===== config.mk =====
export PLATFORM = sky130hd
export DESIGN_NAME = tvo_overlay
export DESIGN_NICKNAME = d
export VERILOG_FILES = /design/src/core/tvo_pkg.sv /design/src/core/tvo_half_delay.sv /design/src/core/tvo_overlay.sv
export VERILOG_INCLUDE_DIRS = /design/src /design/src/core
export SDC_FILE = /design/constraint.sdc
export NUM_CORES = 1
export LEC_CHECK = 0
export BUFFER_PORTS_ARGS = -buffer_cell sky130_fd_sc_hd__buf_2
export CORE_ASPECT_RATIO = 1.75
export CORE_MARGIN = 5
export CORE_UTILIZATION = 45
export DETAILED_ROUTE_END_ITERATION = 8
export RECOVER_POWER = 25
export SYNTH_ARGS = -nofsm -noshare
export SYNTH_HDL_FRONTEND = slang
export SYNTH_SLANG_ARGS = --single-unit

===== constraint.sdc =====
create_clock -name clock -period 3.76 [get_ports clock]
set_clock_uncertainty 0.15 [all_clocks]
set_input_delay 0.188 -clock clock [delete_from_list [all_inputs] [get_ports clock]]
set_output_delay 0.188 -clock clock [all_outputs]
set_load 0.005 [all_outputs]

===== src/core/tvo_regs.svh =====
// Register offsets, field positions, reset values and timing counts
// Assumes inclusion from the overlay generator module only
`ifndef TVO_REGS_SVH
`define TVO_REGS_SVH
`define TVO_OFS_CTRL        4'h0
`define TVO_OFS_VPLACE      4'h1
`define TVO_OFS_MESH_COL    4'h4
`define TVO_OFS_SECOND      4'h8
`define TVO_OFS_ROWMESH     4'hA
`define TVO_OFS_IRQ_STAT    4'hC
`define TVO_OFS_IRQ_MASK    4'hD
`define TVO_CTRL_RST        8'h00
`define TVO_VPLACE_RST      8'h00
`define TVO_SECOND_RST      8'h00
`define TVO_ROWMESH_RST     8'h00
`define TVO_CTRL_EN_BIT     7
`define TVO_CTRL_SIZE_BIT   3
`define TVO_VP_SIZE_BIT     6
`define TVO_SC_PEND_BIT     6
`define TVO_RM_HALF_BIT     3
`define TVO_RM_MESH_BIT     0
`define TVO_VSTART_BASE     10'h006
`define TVO_SCREEN_OFS      7'h03
`define TVO_ROWS            4'hA
`define TVO_COLS            5'h18
`define TVO_GLYPH_W         4'hE
`define TVO_GLYPH_H         5'h12
`define TVO_HSTART_DOTS     9'h040
`endif


===== src/core/tvo_pkg.sv =====
// Types shared by the overlay generator
// Assumes no surroundings beyond the compiler
package tvo_pkg;
  typedef enum logic [1:0]
  {
    TVO_IDLE   = 2'b00,
    TVO_WAIT   = 2'b01,
    TVO_ACTIVE = 2'b10,
    TVO_DONE   = 2'b11
  } tvo_vstate_type;
  typedef logic [7:0] tvo_byte_type;
endpackage


===== src/core/tvo_half_delay.sv =====
// Half-period delay line for the blanking signal
// Assumes one clock; both edges sample, giving 0.5 period resolution
module tvo_half_delay
  import tvo_pkg::*;
(
  input  wire logic       clock,
  input  wire logic       arst_n,
  input  wire logic       din,
  input  wire logic [3:0] code,
  output logic            dout
);
  logic [7:0] pos_r;
  logic [7:0] neg_r;
  logic       pos_sel;
  logic       neg_sel;
  // Rising-edge taps, whole periods
  always_ff @(posedge clock or negedge arst_n)
  begin
    if (!arst_n)
      pos_r <= 8'h00;
    else
      pos_r <= {pos_r[6:0], din};
  end
  // Falling-edge taps: tap k lags the input by k and a half periods
  always_ff @(negedge clock or negedge arst_n)
  begin
    if (!arst_n)
      neg_r <= 8'h00;
    else
      neg_r <= {neg_r[6:0], din};
  end
  // Even code takes whole taps, odd code takes half taps
  always_comb
  begin
    pos_sel = (code[3:1] == 3'h0) ? din : pos_r[code[3:1] - 3'h1];
    neg_sel = neg_r[code[3:1]];
  end
  assign dout = code[0] ? neg_sel : pos_sel;
endmodule


===== src/core/tvo_overlay.sv =====
// Character overlay generator: sync lock, placement, colour, blanking
// Assumes synchronous sync inputs and a glyph source outside the block
//------------------------------------------------------------------
//------------------------------------------------------------------
`include "tvo_regs.svh"
module tvo_overlay
  import tvo_pkg::*;
(
  input  wire logic       clock,
  input  wire logic       arst_n,
  input  wire logic [3:0] addr,
  input  wire logic [7:0] wdata,
  input  wire logic       wr,
  input  wire logic       rd,
  output logic      [7:0] rdata,
  input  wire logic       hsync,
  input  wire logic       vsync,
  input  wire logic       glyph_dot,
  input  wire logic [2:0] char_colour,
  input  wire logic       irq_done,
  output logic      [8:0] glyph_index_r,
  output logic      [4:0] glyph_line_r,
  output logic      [3:0] glyph_col_r,
  output logic      [3:0] cell_row_r,
  output logic      [4:0] cell_col_r,
  output logic            red_r,
  output logic            green_r,
  output logic            blue_r,
  output logic            overlay_blank_out,
  output logic            halftone_r,
  output logic            irq_r
);
  //------------------------------------------------------------------
  // Registers
  //------------------------------------------------------------------
  tvo_byte_type   overlay_control_r;
  tvo_byte_type   vertical_placement_r;
  tvo_byte_type   mesh_first_column_r;
  tvo_byte_type   second_colour_place_r;
  tvo_byte_type   row_mesh_blank_delay_r;
  logic     [1:0] irq_stat_r;
  logic     [1:0] irq_mask_r;
  tvo_vstate_type vstate_r;
  logic     [9:0] line_r;
  logic     [8:0] dot_r;
  logic     [5:0] row_line_r;
  logic     [3:0] dot_in_cell_r;
  logic           hs_d_r;
  logic           vs_d_r;
  logic           mesh_row_r;
  logic           blank_pre_r;
  logic           in_service_r;
  logic     [1:0] pend_r;
  logic     [9:0] vstart;
  logic           dbl_h;
  logic           dbl_w;
  logic           hs_rise;
  logic           vs_rise;
  logic           h_active;
  logic     [6:0] half_col;
  logic     [6:0] second_at;
  logic     [5:0] row_lines;
  logic     [3:0] cell_dots;
  // Sync edges
  assign hs_rise = hsync & ~hs_d_r;
  assign vs_rise = vsync & ~vs_d_r;
  // Start line: six plus four per step
  assign vstart = `TVO_VSTART_BASE
                + {2'b00, vertical_placement_r[5:0], 2'b00};
  // Size bit read against control bit 3
  always_comb
  begin
    if (!overlay_control_r[`TVO_CTRL_SIZE_BIT])
    begin
      dbl_h = vertical_placement_r[`TVO_VP_SIZE_BIT];
      dbl_w = 1'b0;
    end
    else
    begin
      dbl_h = ~vertical_placement_r[`TVO_VP_SIZE_BIT];
      dbl_w = 1'b1;
    end
  end
  assign row_lines = dbl_h ? {`TVO_GLYPH_H, 1'b0} : {1'b0, `TVO_GLYPH_H};
  assign cell_dots = `TVO_GLYPH_W;
  assign h_active  = (dot_r >= `TVO_HSTART_DOTS)
                   && (cell_col_r < `TVO_COLS);
  // Half-column count plus screen offset of three
  assign half_col  = {1'b0, cell_col_r, 1'b0}
                   + {6'h00, dot_in_cell_r >= 4'h7}
                   + `TVO_SCREEN_OFS;
  assign second_at = {1'b0, second_colour_place_r[5:0]};
  //------------------------------------------------------------------
  // Register bus
  //------------------------------------------------------------------
  // Writes; reserved bit 7 of placement regs stays zero
  always_ff @(posedge clock or negedge arst_n)
  begin
    if (!arst_n)
    begin
      overlay_control_r      <= `TVO_CTRL_RST;
      vertical_placement_r   <= `TVO_VPLACE_RST;
      mesh_first_column_r    <= 8'h00;
      second_colour_place_r  <= `TVO_SECOND_RST;
      row_mesh_blank_delay_r <= `TVO_ROWMESH_RST;
      irq_mask_r             <= 2'h0;
    end
    else if (wr)
    begin
      unique case (addr)
        `TVO_OFS_CTRL:     overlay_control_r <= wdata;
        `TVO_OFS_VPLACE:   vertical_placement_r <= {1'b0, wdata[6:0]};
        `TVO_OFS_MESH_COL: mesh_first_column_r <= {3'h0, wdata[4:0]};
        `TVO_OFS_SECOND:   second_colour_place_r <= {1'b0, wdata[6:0]};
        `TVO_OFS_ROWMESH:  row_mesh_blank_delay_r <= wdata;
        `TVO_OFS_IRQ_MASK: irq_mask_r <= wdata[1:0];
        default:           ;
      endcase
    end
  end
  // Read data one cycle after the strobe, zero for unmapped
  always_ff @(posedge clock or negedge arst_n)
  begin
    if (!arst_n)
      rdata <= 8'h00;
    else if (rd)
    begin
      unique case (addr)
        `TVO_OFS_CTRL:     rdata <= overlay_control_r;
        `TVO_OFS_VPLACE:   rdata <= vertical_placement_r;
        `TVO_OFS_MESH_COL: rdata <= mesh_first_column_r;
        `TVO_OFS_SECOND:   rdata <= second_colour_place_r;
        `TVO_OFS_ROWMESH:  rdata <= row_mesh_blank_delay_r;
        `TVO_OFS_IRQ_STAT: rdata <= {4'h0, pend_r, irq_stat_r};
        `TVO_OFS_IRQ_MASK: rdata <= {6'h00, irq_mask_r};
        default:           rdata <= 8'h00;
      endcase
    end
    else
      rdata <= 8'h00;
  end
  //------------------------------------------------------------------
  // Sync lock and counters
  //------------------------------------------------------------------
  // Edge detect registers; reset low, so a vsync already high after reset gives an edge
  always_ff @(posedge clock or negedge arst_n)
  begin
    if (!arst_n)
      {hs_d_r, vs_d_r} <= 2'h0;
    else
      {hs_d_r, vs_d_r} <= {hsync, vsync};
  end
  // Line counter restarts on vertical sync, dot counter on horizontal
  always_ff @(posedge clock or negedge arst_n)
  begin
    if (!arst_n)
    begin
      line_r <= 10'h000;
      dot_r  <= 9'h000;
    end
    else
    begin
      if (vs_rise)
        line_r <= 10'h000;
      else if (hs_rise && line_r != 10'h3FF)
        line_r <= line_r + 10'h001;
      if (hs_rise)
        dot_r <= 9'h000;
      else if (dot_r != 9'h1FF)
        dot_r <= dot_r + 9'h001;
    end
  end
  // Vertical state: wait for start line, then walk the rows
  always_ff @(posedge clock or negedge arst_n)
  begin
    if (!arst_n)
    begin
      vstate_r   <= TVO_IDLE;
      row_line_r <= 6'h00;
      cell_row_r <= 4'h0;
      mesh_row_r <= 1'b0;
    end
    else if (vs_rise)
    begin
      vstate_r   <= overlay_control_r[`TVO_CTRL_EN_BIT] ? TVO_WAIT : TVO_IDLE;
      row_line_r <= 6'h00;
      cell_row_r <= 4'h0;
    end
    else if (hs_rise)
    begin
      unique case (vstate_r)
        TVO_IDLE, TVO_DONE: ;
        TVO_WAIT:
          if (line_r + 10'h001 == vstart)
          begin
            vstate_r   <= TVO_ACTIVE;
            mesh_row_r <= row_mesh_blank_delay_r[`TVO_RM_MESH_BIT];
          end
        TVO_ACTIVE:
          if (row_line_r + 6'h01 == row_lines)
          begin
            row_line_r <= 6'h00;
            // Mesh bit is taken for the next row only
            mesh_row_r <= row_mesh_blank_delay_r[`TVO_RM_MESH_BIT];
            if (cell_row_r + 4'h1 == `TVO_ROWS)
              vstate_r <= TVO_DONE;
            else
              cell_row_r <= cell_row_r + 4'h1;
          end
          else
            row_line_r <= row_line_r + 6'h01;
      endcase
    end
  end
  // Column and dot within cell; double width halves the dot rate
  logic wide_ph_r;
  always_ff @(posedge clock or negedge arst_n)
  begin
    if (!arst_n)
    begin
      cell_col_r    <= 5'h00;
      dot_in_cell_r <= 4'h0;
      wide_ph_r     <= 1'b0;
    end
    else if (hs_rise || dot_r < `TVO_HSTART_DOTS)
    begin
      cell_col_r    <= 5'h00;
      dot_in_cell_r <= 4'h0;
      wide_ph_r     <= 1'b0;
    end
    else if (h_active)
    begin
      wide_ph_r <= dbl_w ? ~wide_ph_r : 1'b0;
      if (!dbl_w || wide_ph_r)
      begin
        if (dot_in_cell_r + 4'h1 == cell_dots)
        begin
          dot_in_cell_r <= 4'h0;
          cell_col_r    <= cell_col_r + 5'h01;
        end
        else
          dot_in_cell_r <= dot_in_cell_r + 4'h1;
      end
    end
  end
  // Glyph fetch address towards character memory
  always_ff @(posedge clock or negedge arst_n)
  begin
    if (!arst_n)
      {glyph_index_r, glyph_line_r, glyph_col_r} <= 18'h00000;
    else
    begin
      glyph_index_r <= {cell_row_r, cell_col_r};
      glyph_line_r  <= dbl_h ? row_line_r[5:1] : row_line_r[4:0];
      glyph_col_r   <= dot_in_cell_r;
    end
  end
  //------------------------------------------------------------------
  // Pixel outputs
  //------------------------------------------------------------------
  // Foreground dots take the cell colour; past the bar it is inverted
  always_ff @(posedge clock or negedge arst_n)
  begin
    if (!arst_n)
    begin
      {red_r, green_r, blue_r} <= 3'h0;
      blank_pre_r <= 1'b0;
      halftone_r  <= 1'b0;
    end
    else
    begin
      logic on;
      on = (vstate_r == TVO_ACTIVE) && h_active && glyph_dot;
      blank_pre_r <= on;
      if (on && second_at != 7'h00 && half_col >= second_at)
        {red_r, green_r, blue_r} <= ~char_colour;
      else if (on)
        {red_r, green_r, blue_r} <= char_colour;
      else
        {red_r, green_r, blue_r} <= 3'h0;
      // Foreground joins halftone only when bit 3 set
      halftone_r <= mesh_row_r && (vstate_r == TVO_ACTIVE) && h_active
                  && (!glyph_dot
                      || row_mesh_blank_delay_r[`TVO_RM_HALF_BIT]);
    end
  end
  // Blank output delayed in half-dot steps
  // No retiming flop after the taps: it would round odd codes up and
  // put code zero a dot behind the pixels.
  tvo_half_delay u_blank_delay
  (
    .clock  (clock),
    .arst_n (arst_n),
    .din    (blank_pre_r),
    .code   (row_mesh_blank_delay_r[7:4]),
    .dout   (overlay_blank_out)
  );
  //------------------------------------------------------------------
  // Interrupts
  //------------------------------------------------------------------
  // Bit0 horizontal row start, bit1 vertical; set beats read clear.
  // A request arriving in service is held only with the option set.
  always_ff @(posedge clock or negedge arst_n)
  begin
    if (!arst_n)
    begin
      irq_stat_r   <= 2'h0;
      pend_r       <= 2'h0;
      in_service_r <= 1'b0;
    end
    else
    begin
      logic [1:0] ev;
      logic [1:0] go;
      ev = {vs_rise, hs_rise && vstate_r == TVO_ACTIVE
                     && row_line_r == 6'h00};
      go = 2'h0;
      if (!in_service_r)
      begin
        go = ev | pend_r;
        pend_r <= 2'h0;
      end
      else if (second_colour_place_r[`TVO_SC_PEND_BIT])
        pend_r <= pend_r | ev;
      else
        pend_r <= 2'h0;
      if (go != 2'h0)
        in_service_r <= 1'b1;
      else if (irq_done)
        in_service_r <= 1'b0;
      if (rd && addr == `TVO_OFS_IRQ_STAT)
        irq_stat_r <= go;
      else
        irq_stat_r <= irq_stat_r | go;
    end
  end
  // Level interrupt from unmasked status
  always_ff @(posedge clock or negedge arst_n)
  begin
    if (!arst_n)
      irq_r <= 1'b0;
    else
      irq_r <= |(irq_stat_r & irq_mask_r);
  end
endmodule


# [After elaboration in Yosys (flattened, before gate mapping)]
# Index checks and enable logic that the tools add are counted.
[totals] mem_count=0 romBits=0 inputBits=23 ram_bits=0 elab_cells=183 output_inout_bits=41 reg_bits=134 latchBits=0
[classes] shifts=0 addsub=10 mux=57 mul=0 eq_ne=20 n_bitwise=11 reduce_logical=46 order_cmp=7 div=0
[ops] operator="$pmux 8 s7" n=1
[ops] operator="$mux 4" n=9
[ops] operator="$mux 6" n=5
[ops] operator="$mux 5" n=5
[ops] operator="$eq 4x4->1 const B" n=6
[ops] operator="$reduce_bool 2->1" n=11
[ops] operator="$mux 10" n=2
[ops] operator="$mux 1" n=19
[ops] operator="$mux 2" n=9
[ops] operator="$mux 9" n=2
[ops] operator="$reduce_and 2->1" n=8
[ops] operator="$logic_and 1x1->1" n=12
[ops] operator="$add 10x1->10 const B" n=1
[ops] operator="$eq 10x9->1" n=1
[ops] operator="$ne 10x10->1 const B" n=1
[ops] operator="$reduce_and 5->1" n=2
[ops] operator="$add 3x8->9 const A" n=1
[ops] operator="$add 9x1->9 const B" n=1
[ops] operator="$ge 9x7->1 const B" n=1
[ops] operator="$lt 9x7->1 const B" n=1
[ops] operator="$ne 3x3->1 const B" n=3
[ops] operator="$ne 9x9->1 const B" n=1
[ops] operator="$add 4x1->4 const B" n=2
[ops] operator="$lt 3x4->1 const B" n=2
[ops] operator="other kinds (33)" n=45

# [Longest topological paths before layout]
# Gate-level depths: netlist (run 1).
[logic_depth] word_depth=8 ltp_mapped=12

# [By module]
# A second synthesis (run 1) with hierarchy kept.
[hier_totals] hier_cells=600 area_unflattened_um2=6521.3
[modules_own_cells] mod="tvo_overlay" n_inst=1 area_each_um2=5916.9 cells_per_inst=566 seq_area_each_um2=2952.8
[modules_own_cells] mod="tvo_half_delay" n_inst=1 area_each_um2=604.3 cells_per_inst=34 seq_area_each_um2=400.4

==> impl_metrics.toml, run 1 <==
[status]
status = "finished with violations"
violations = "setup timing"

[pwr]
vdd_drop_max_mv = 0.275
powerDensity_nw_per_um2 = 514
p_leak_uw = 0.00359

[global_route]
grt_overflow_total = 0
antenna_found_initial = 0
grt_usage_pct = 19.5
grt_pass1_vias = 5173
grt_pass1_wl_um = 26000
grt_max_degree = 69

[clock_tree]
cts-buffers-inserted = 17
clk_pin_slew_ns = 0.05
htreeDepth = 4
cts_tree = "yes"
worstSkewPairLatency_ns = 0.41
cts.sinks = 134
cts-root-buf = "clkbuf_16"
cts.path.max_buffers = 2

[synthesis]
ys_seq_area_share_pct = 52.0
synth_top_area_share_pct = 48.9
synth_top_cells_by_area = "dfrtp_1, mux2_2, ha_1, dfrtn_1, nor2_1"
synth_top_family_by_area = "simple AND/OR/NAND/NOR gates"
ys_top_cells_by_count = "dfrtp_1, mux2_2, nor2_1"
synthCells = 575
synth.mux.area_fraction_pct = 10.2
ys_ff_latch = 134
ys_warn_count = 0
synth-xor-area-share_pct = 4.87
synth_edf_count = 0
synth_compound_area_share_pct = 10.8
syn_area_per_cell_um2 = 11.2
syn-cell-area_um2 = 6450
synth.distinct_cells = 57
async_flop_share_pct = 100
synth_nets = 621
synth-simple-area-share_pct = 14.3
synth_fa_ha_area_share_pct = 4.61
synth_top_area_cell = "dfrtp_1"
yosys.cell_count.top_type = "dfrtp_1"
synth_ff_type = "dfrtp_1"

[route]
ant_nets = 0
drc = 0
vias_per_cell = 5.60
wl_um = 15400
drt_iter0_drc = 254
vias = 4786
first_pass_iters = 5
wire_per_inst_um = 18.0

[placement]
dp_cells = 807
dp_hpwl_um = 10900
pre_cts_slack_ns = 0.169
finalWeightedCongestion = 0.818
portBuffers = 63

[setup_path]
endpoint_kind = "primary output"
crit_start = "u_blank_delay.neg_r[2]$_DFF_NN0_"
critPathKind = "flop to primary output"
worstPathArrival_ns = 3.67
start_kind = "flop"
r2r-start = "dot_in_cell_r[0]$_DFFE_PN0P_"
critical_path.max_fanout = 2
required_ns = 3.42

[timing]
rsz0062_at_grt = "true"
whs_ns = 0.0367
tightestPinTransition_ns = 0.973
setup_violations = 1
maxSlewHeadroom_pct = 35.0
hold_viol = 0
layout_setup_ws_ns = -0.251
drv_slew = 0

[run]
cap_viol_max_count = 0

[hold_path]
hp-class = "input pin to flop"
min_from = "wr"

[final_layout]
nFillCells = 1283
area.growth.synth_to_final_pct = 19.9
nets = 708
layout-drive-gt1-share_pct = 24.3
stdcell_count = 855
utilization_pct = 54.4
diodes = 0

[die]
start_util_pct = 45.4
rows = 58
ioPinCount = 64
die_area_um2 = 16900
fp.dieH_um = 168
core_area_um2 = 14200
die_x_um = 101
==> what timing repair did <==
item / 4_1_cts / 5_1_grt
hold buffers: 15 / 0
gates resized for setup: 0 / 1
endpoints found under the setup margin: 1 / 1
endpoints found under the hold margin: 101 / 0
setup buffers: 0 / 1
==> report_power, final <==
| group | internal [uW] | leakage [uW] | switching (uW) | total [uW] |
|---|---|---|---|---|
| sequential | 1600 | 0.00177 | 166 | 1760 |
| clock | 1060 | 0.000311 | 628 | 1690 |
| combinational | 264 | 0.00151 | 261 | 524 |
==> cell type report <==
cell class              count  area (um^2)  share of cell area, %
flip-flops and latches    134         3350                   43.3
inverters                  25         93.8                   1.21
clock buffers              25          571                   7.38
multi-input cells         396         2890                   37.4
clock inverters             7         50.0                  0.647
repair buffers             88          551                   7.12
well taps                 180          225                   2.91
==> metrics by stage <==
step	total power (uW)	instance area [um^2]	TNS, ns
after CTS	4010	7720	-0.251
after floorplan	2100	6450	0
after global routing	4160	7740	-0.301
final	3970	7740	-0.251
after global placement	2270	6950	0
after detailed placement	2300	6950	0
==> path summary, 6_finish.rpt <==
kind / cells after the start / to / slack (ns)
max in group asynchronous: 2 / u_blank_delay.neg_r[1]$_DFF_NN0_ / 1.52
worst max register to register: 11 / green_r$_DFF_PN0_ / 1.00
min in group asynchronous: 3 / rdata[5]$_DFF_PN0_ / 0.45
worst min-delay path: 3 / irq_mask_r[1]$_DFFE_PN0P_ / 0.04
worst min register to register: 0 / u_blank_delay.neg_r[5]$_DFF_NN0_ / 0.17
worst max-delay path: 3 / overlay_blank_out / -0.25
==> critical path: stages (launching register included) <==
cell     delay [ns]
dfrtn_1        0.35
mux4_2         0.45
mux4_2         0.48
buf_6          0.13
==> cell families (layout without fill, tap and decap cells) <==
family                     count (synthesis)  after routing
AOI/OAI and AO/OA                        105            105
xor gates and xnor gates                  35             35
adders and majority gates                 24             24
buffers and inverters                     45            145
DFF                                      134            134
muxes                                     54             54
and+or+nand+nor                          178            178
==> registers in the layout, summed over array words and instances, names as in the netlist, 4 cells and up <==
name                    cells
glyph_col_r                 4
u_blank_delay.neg_r         8
rdata                       8
glyph_line_r                5
mesh_first_column_r         5
u_blank_delay.pos_r         8
glyph_index_r               9
dot_r                       9
cell_col_r                  5
row_line_r                  6
vertical_placement_r        7
row_mesh_blank_delay_r      8
line_r                     10
cell_row_r                  4
second_colour_place_r       7
dot_in_cell_r               4
overlay_control_r           8
==> cell usage in the layout, fill, tap and decap left out, types with 7 or more instances in the layout <==
cell             n
o21ai_0         24
xor2_1          18
buf_4           10
a21oi_1         18
nand4_1          9
a22oi_1          9
nand3_1         20
nor3_1          14
nand2b_1         9
dfrtp_1        126
xnor2_1         16
nor2_1          42
dfrtn_1          8
nand2_1         41
clkbuf_16       21
dlygate4sd3_1   15
ha_1            23
a222oi_1         7
buf_2           59
a31oi_1         10
mux2_2          43
inv_1           25
o31ai_1          7
==> routing by layer <==
| metal | track usage (%) | up-vias | part of all wire [%] |
|---|---|---|---|
| met3 | 4.35 | 32 | 3.3 |
| met4 | 8.15 | 0 | 3.7 |
| met1 | 21.5 | 2396 | 38 |
| met5 | 0 | - | 0 |
| li1 | - | 2247 | - |
| met2 | 35.3 | 111 | 55 |
Power figures use the tool's default switching activity.
==> run 2: changes to the inputs <==
- ABC_AREA: not set -> 1
- HOLD_SLACK_MARGIN: not set -> 0.12
==> impl_metrics.toml, run 2 <==
[status]
status = "completed"

[route]
ant_nets = 0
drt_iter0_drc = 206
first_pass_iters = 5
vias = 5489
wire_per_inst_um = 15.0
wl_um = 15900
vias_per_cell = 5.19
drc = 0

[setup_path]
slowest_delay_ns = 0.41
critPathKind = "flop to primary output"
required_ns = 3.42
cp_slowest_cell = "dfrtn_1"
start_kind = "flop"
endpoint_kind = "primary output"
worstPathArrival_ns = 3.27
reg2reg_to = "blue_r$_DFF_PN0_"
path_cells = "o21ai_0 -> o221ai_1 -> o211ai_1 -> o31ai_1 -> buf_2"
crit_start = "u_blank_delay.neg_r[5]$_DFF_NN0_"
r2r_slack_ns = 1.13
rr_worst_depth = 16
critical_path.max_fanout = 2
r2r-start = "dot_in_cell_r[0]$_DFFE_PN0P_"
crit_path_end = "overlay_blank_out"

[clock_tree]
cts_resized = 0
clk_pin_slew_ns = 0.06
postCtsSetupBuffers = 0
cts-root-buf = "clkbuf_16"
worstSkewPairLatency_ns = 0.40
cts.sinks = 134
cts-buffers-inserted = 17
htreeDepth = 4
cts.path.max_buffers = 2
cts_tree = "yes"

[die]
start_util_pct = 45.4
ioPinCount = 64
core_area_um2 = 14300
die_area_um2 = 17000
die_x_um = 101
fp.dieH_um = 169
rows = 58

[synthesis]
synthCells = 769
synth.distinct_cells = 46
synth_top_area_cell = "dfrtp_1"
ys_ff_latch = 134
ys_warn_count = 0
syn_area_per_cell_um2 = 8.45
async_flop_share_pct = 100
yosys.cell_count.top_type = "nand2_1"
synth_ff_type = "dfrtp_1"
ys_top_cells_by_count = "nand2_1, dfrtp_1, inv_1"
synth_top_area_share_pct = 48.5
synth_nets = 815
synth_top_cells_by_area = "dfrtp_1, nand2_1, inv_1, o21ai_0, ha_1"
synth_edf_count = 0
syn-cell-area_um2 = 6500
ys_seq_area_share_pct = 51.6

[global_route]
grt_usage_pct = 19.9
grt_max_degree = 79
grt_overflow_total = 0
grt_pass1_vias = 5695
antenna_found_initial = 0
grt_pass1_wl_um = 27100

[timing]
tightestPinTransition_ns = 1.16
maxSlewHeadroom_pct = 22.5
layout_setup_ws_ns = 0.149
setup_violations = 0
hold_viol = 0
rsz0062_at_grt = "false"
drv_slew = 0
fin_setup_tns_ns = 0

[final_layout]
utilization_pct = 54.8
regMostFlops = "line_r"
nets = 911
final_cell_area_um2 = 7830
layout_common_cells = "nand2_1, dfrtp_1, inv_1"
final_common_cell = "nand2_1"
layout-drive-gt1-share_pct = 13.6
area.growth.synth_to_final_pct = 20.5
top_regs = "line_r x10, dot_r x9, glyph_index_r x9"
largest_reg_flops = 10
diodes = 0
stdcell_count = 1058

[placement]
pre_cts_slack_ns = 0.549
finalWeightedCongestion = 0.868
portBuffers = 63
postPlaceCellArea_um2 = 7020
dp_hpwl_um = 11800
dp_cells = 1005

[pwr]
p_leak_uw = 0.00392
vdd_drop_max_mv = 0.315
powerDensity_nw_per_um2 = 565

[run]
cap_viol_max_count = 0

[hold_path]
hp-class = "input pin to flop"
[run 2: cell count changes after synthesis, moves of 8 or more]
cell | previous run | this run
a22oi_1 | 9 | 0
clkbuf_1 | 14 | 6
nand2b_1 | 9 | 1
o22ai_1 | 3 | 23
nand3_1 | 20 | 41
mux2_2 | 43 | 0
nor2_1 | 42 | 53
inv_1 | 25 | 100
nand2_1 | 41 | 200
o21ai_0 | 24 | 68
xnor2_1 | 16 | 4
[run 2: worst max-delay path, delay by kind of cell, from the launching register on]
family / cells / cell delay [ns]
flip-flops: 1 / 0.41
buffers and inverters: 1 / 0.15
AO/OA/AOI/OAI: 4 / 0.44
[run 2: how the worst min path moves through the flow]
stage	start	to	slack [ns]	cells past startpoint
after global routing	addr[3]	rdata[4]$_DFF_PN0_	0.16	4
after detailed placement	arst_n	u_blank_delay.pos_r[0]$_DFF_PN0_	-0.14	1
after global placement	arst_n	blank_pre_r$_DFF_PN0_	-0.14	1
after floorplan	arst_n	blank_pre_r$_DFF_PN0_	-0.26	0
final	addr[3]	rdata[4]$_DFF_PN0_	0.14	4
after CTS	addr[3]	rdata[4]$_DFF_PN0_	0.13	4
[run 2: cells by family after synthesis]
kind of cell / count (synthesis) / share of synthesized area (%)
AO/OA/AOI/OAI: 136 / 11.8
XOR/XNOR: 15 / 2.02
adder cells (fa/ha/maj): 23 / 4.43
buffers and inverters: 119 / 7.03
flip-flops: 134 / 51.6
AND/OR/NAND/NOR: 342 / 23.1
[run 2: routing by layer]
layer  track usage (%)  routed length [um]  share of wire, %  vias to the layer above
met5                 0                   0                 0                        -
met1              22.4                6100                38                     2593
li1                  -                   -                 -                     2704
met3              3.96                 789               5.0                       37
met4              9.56                 590               3.7                        0
met2              35.4                8400                53                      155
[run 2: final cells by class]
type | count | area [um^2]
clock inverter | 13 | 170
multi-input combinational | 516 | 2690
timing repair buffer | 87 | 538
inverter | 109 | 412
tap | 180 | 225
fill | 1317 | 6470
clock buffer | 19 | 443
sequential | 134 | 3350
[run 2: power breakdown]
part | internal (uW) | switching [uW] | total [uW]
registers | 1650 | 192 | 1840
logic | 331 | 532 | 863
clock network | 1070 | 652 | 1720
total | 3050 | 1380 | 4430
[run 2: timing repair]
item,in CTS,in global routing
endpoints found under the setup margin,0,0
endpoints found under the hold margin,106,0
hold buffers,21,0
[run 2: through the flow]
| step | total power [uW] | hold slack, ns |
|---|---|---|
| floorplan | 2410 | -0.258 |
| global placement | 2680 | -0.141 |
| detailed placement | 2720 | -0.140 |
| CTS | 4480 | 0.133 |
| global route | 4700 | 0.162 |
| finish | 4430 | 0.144 |
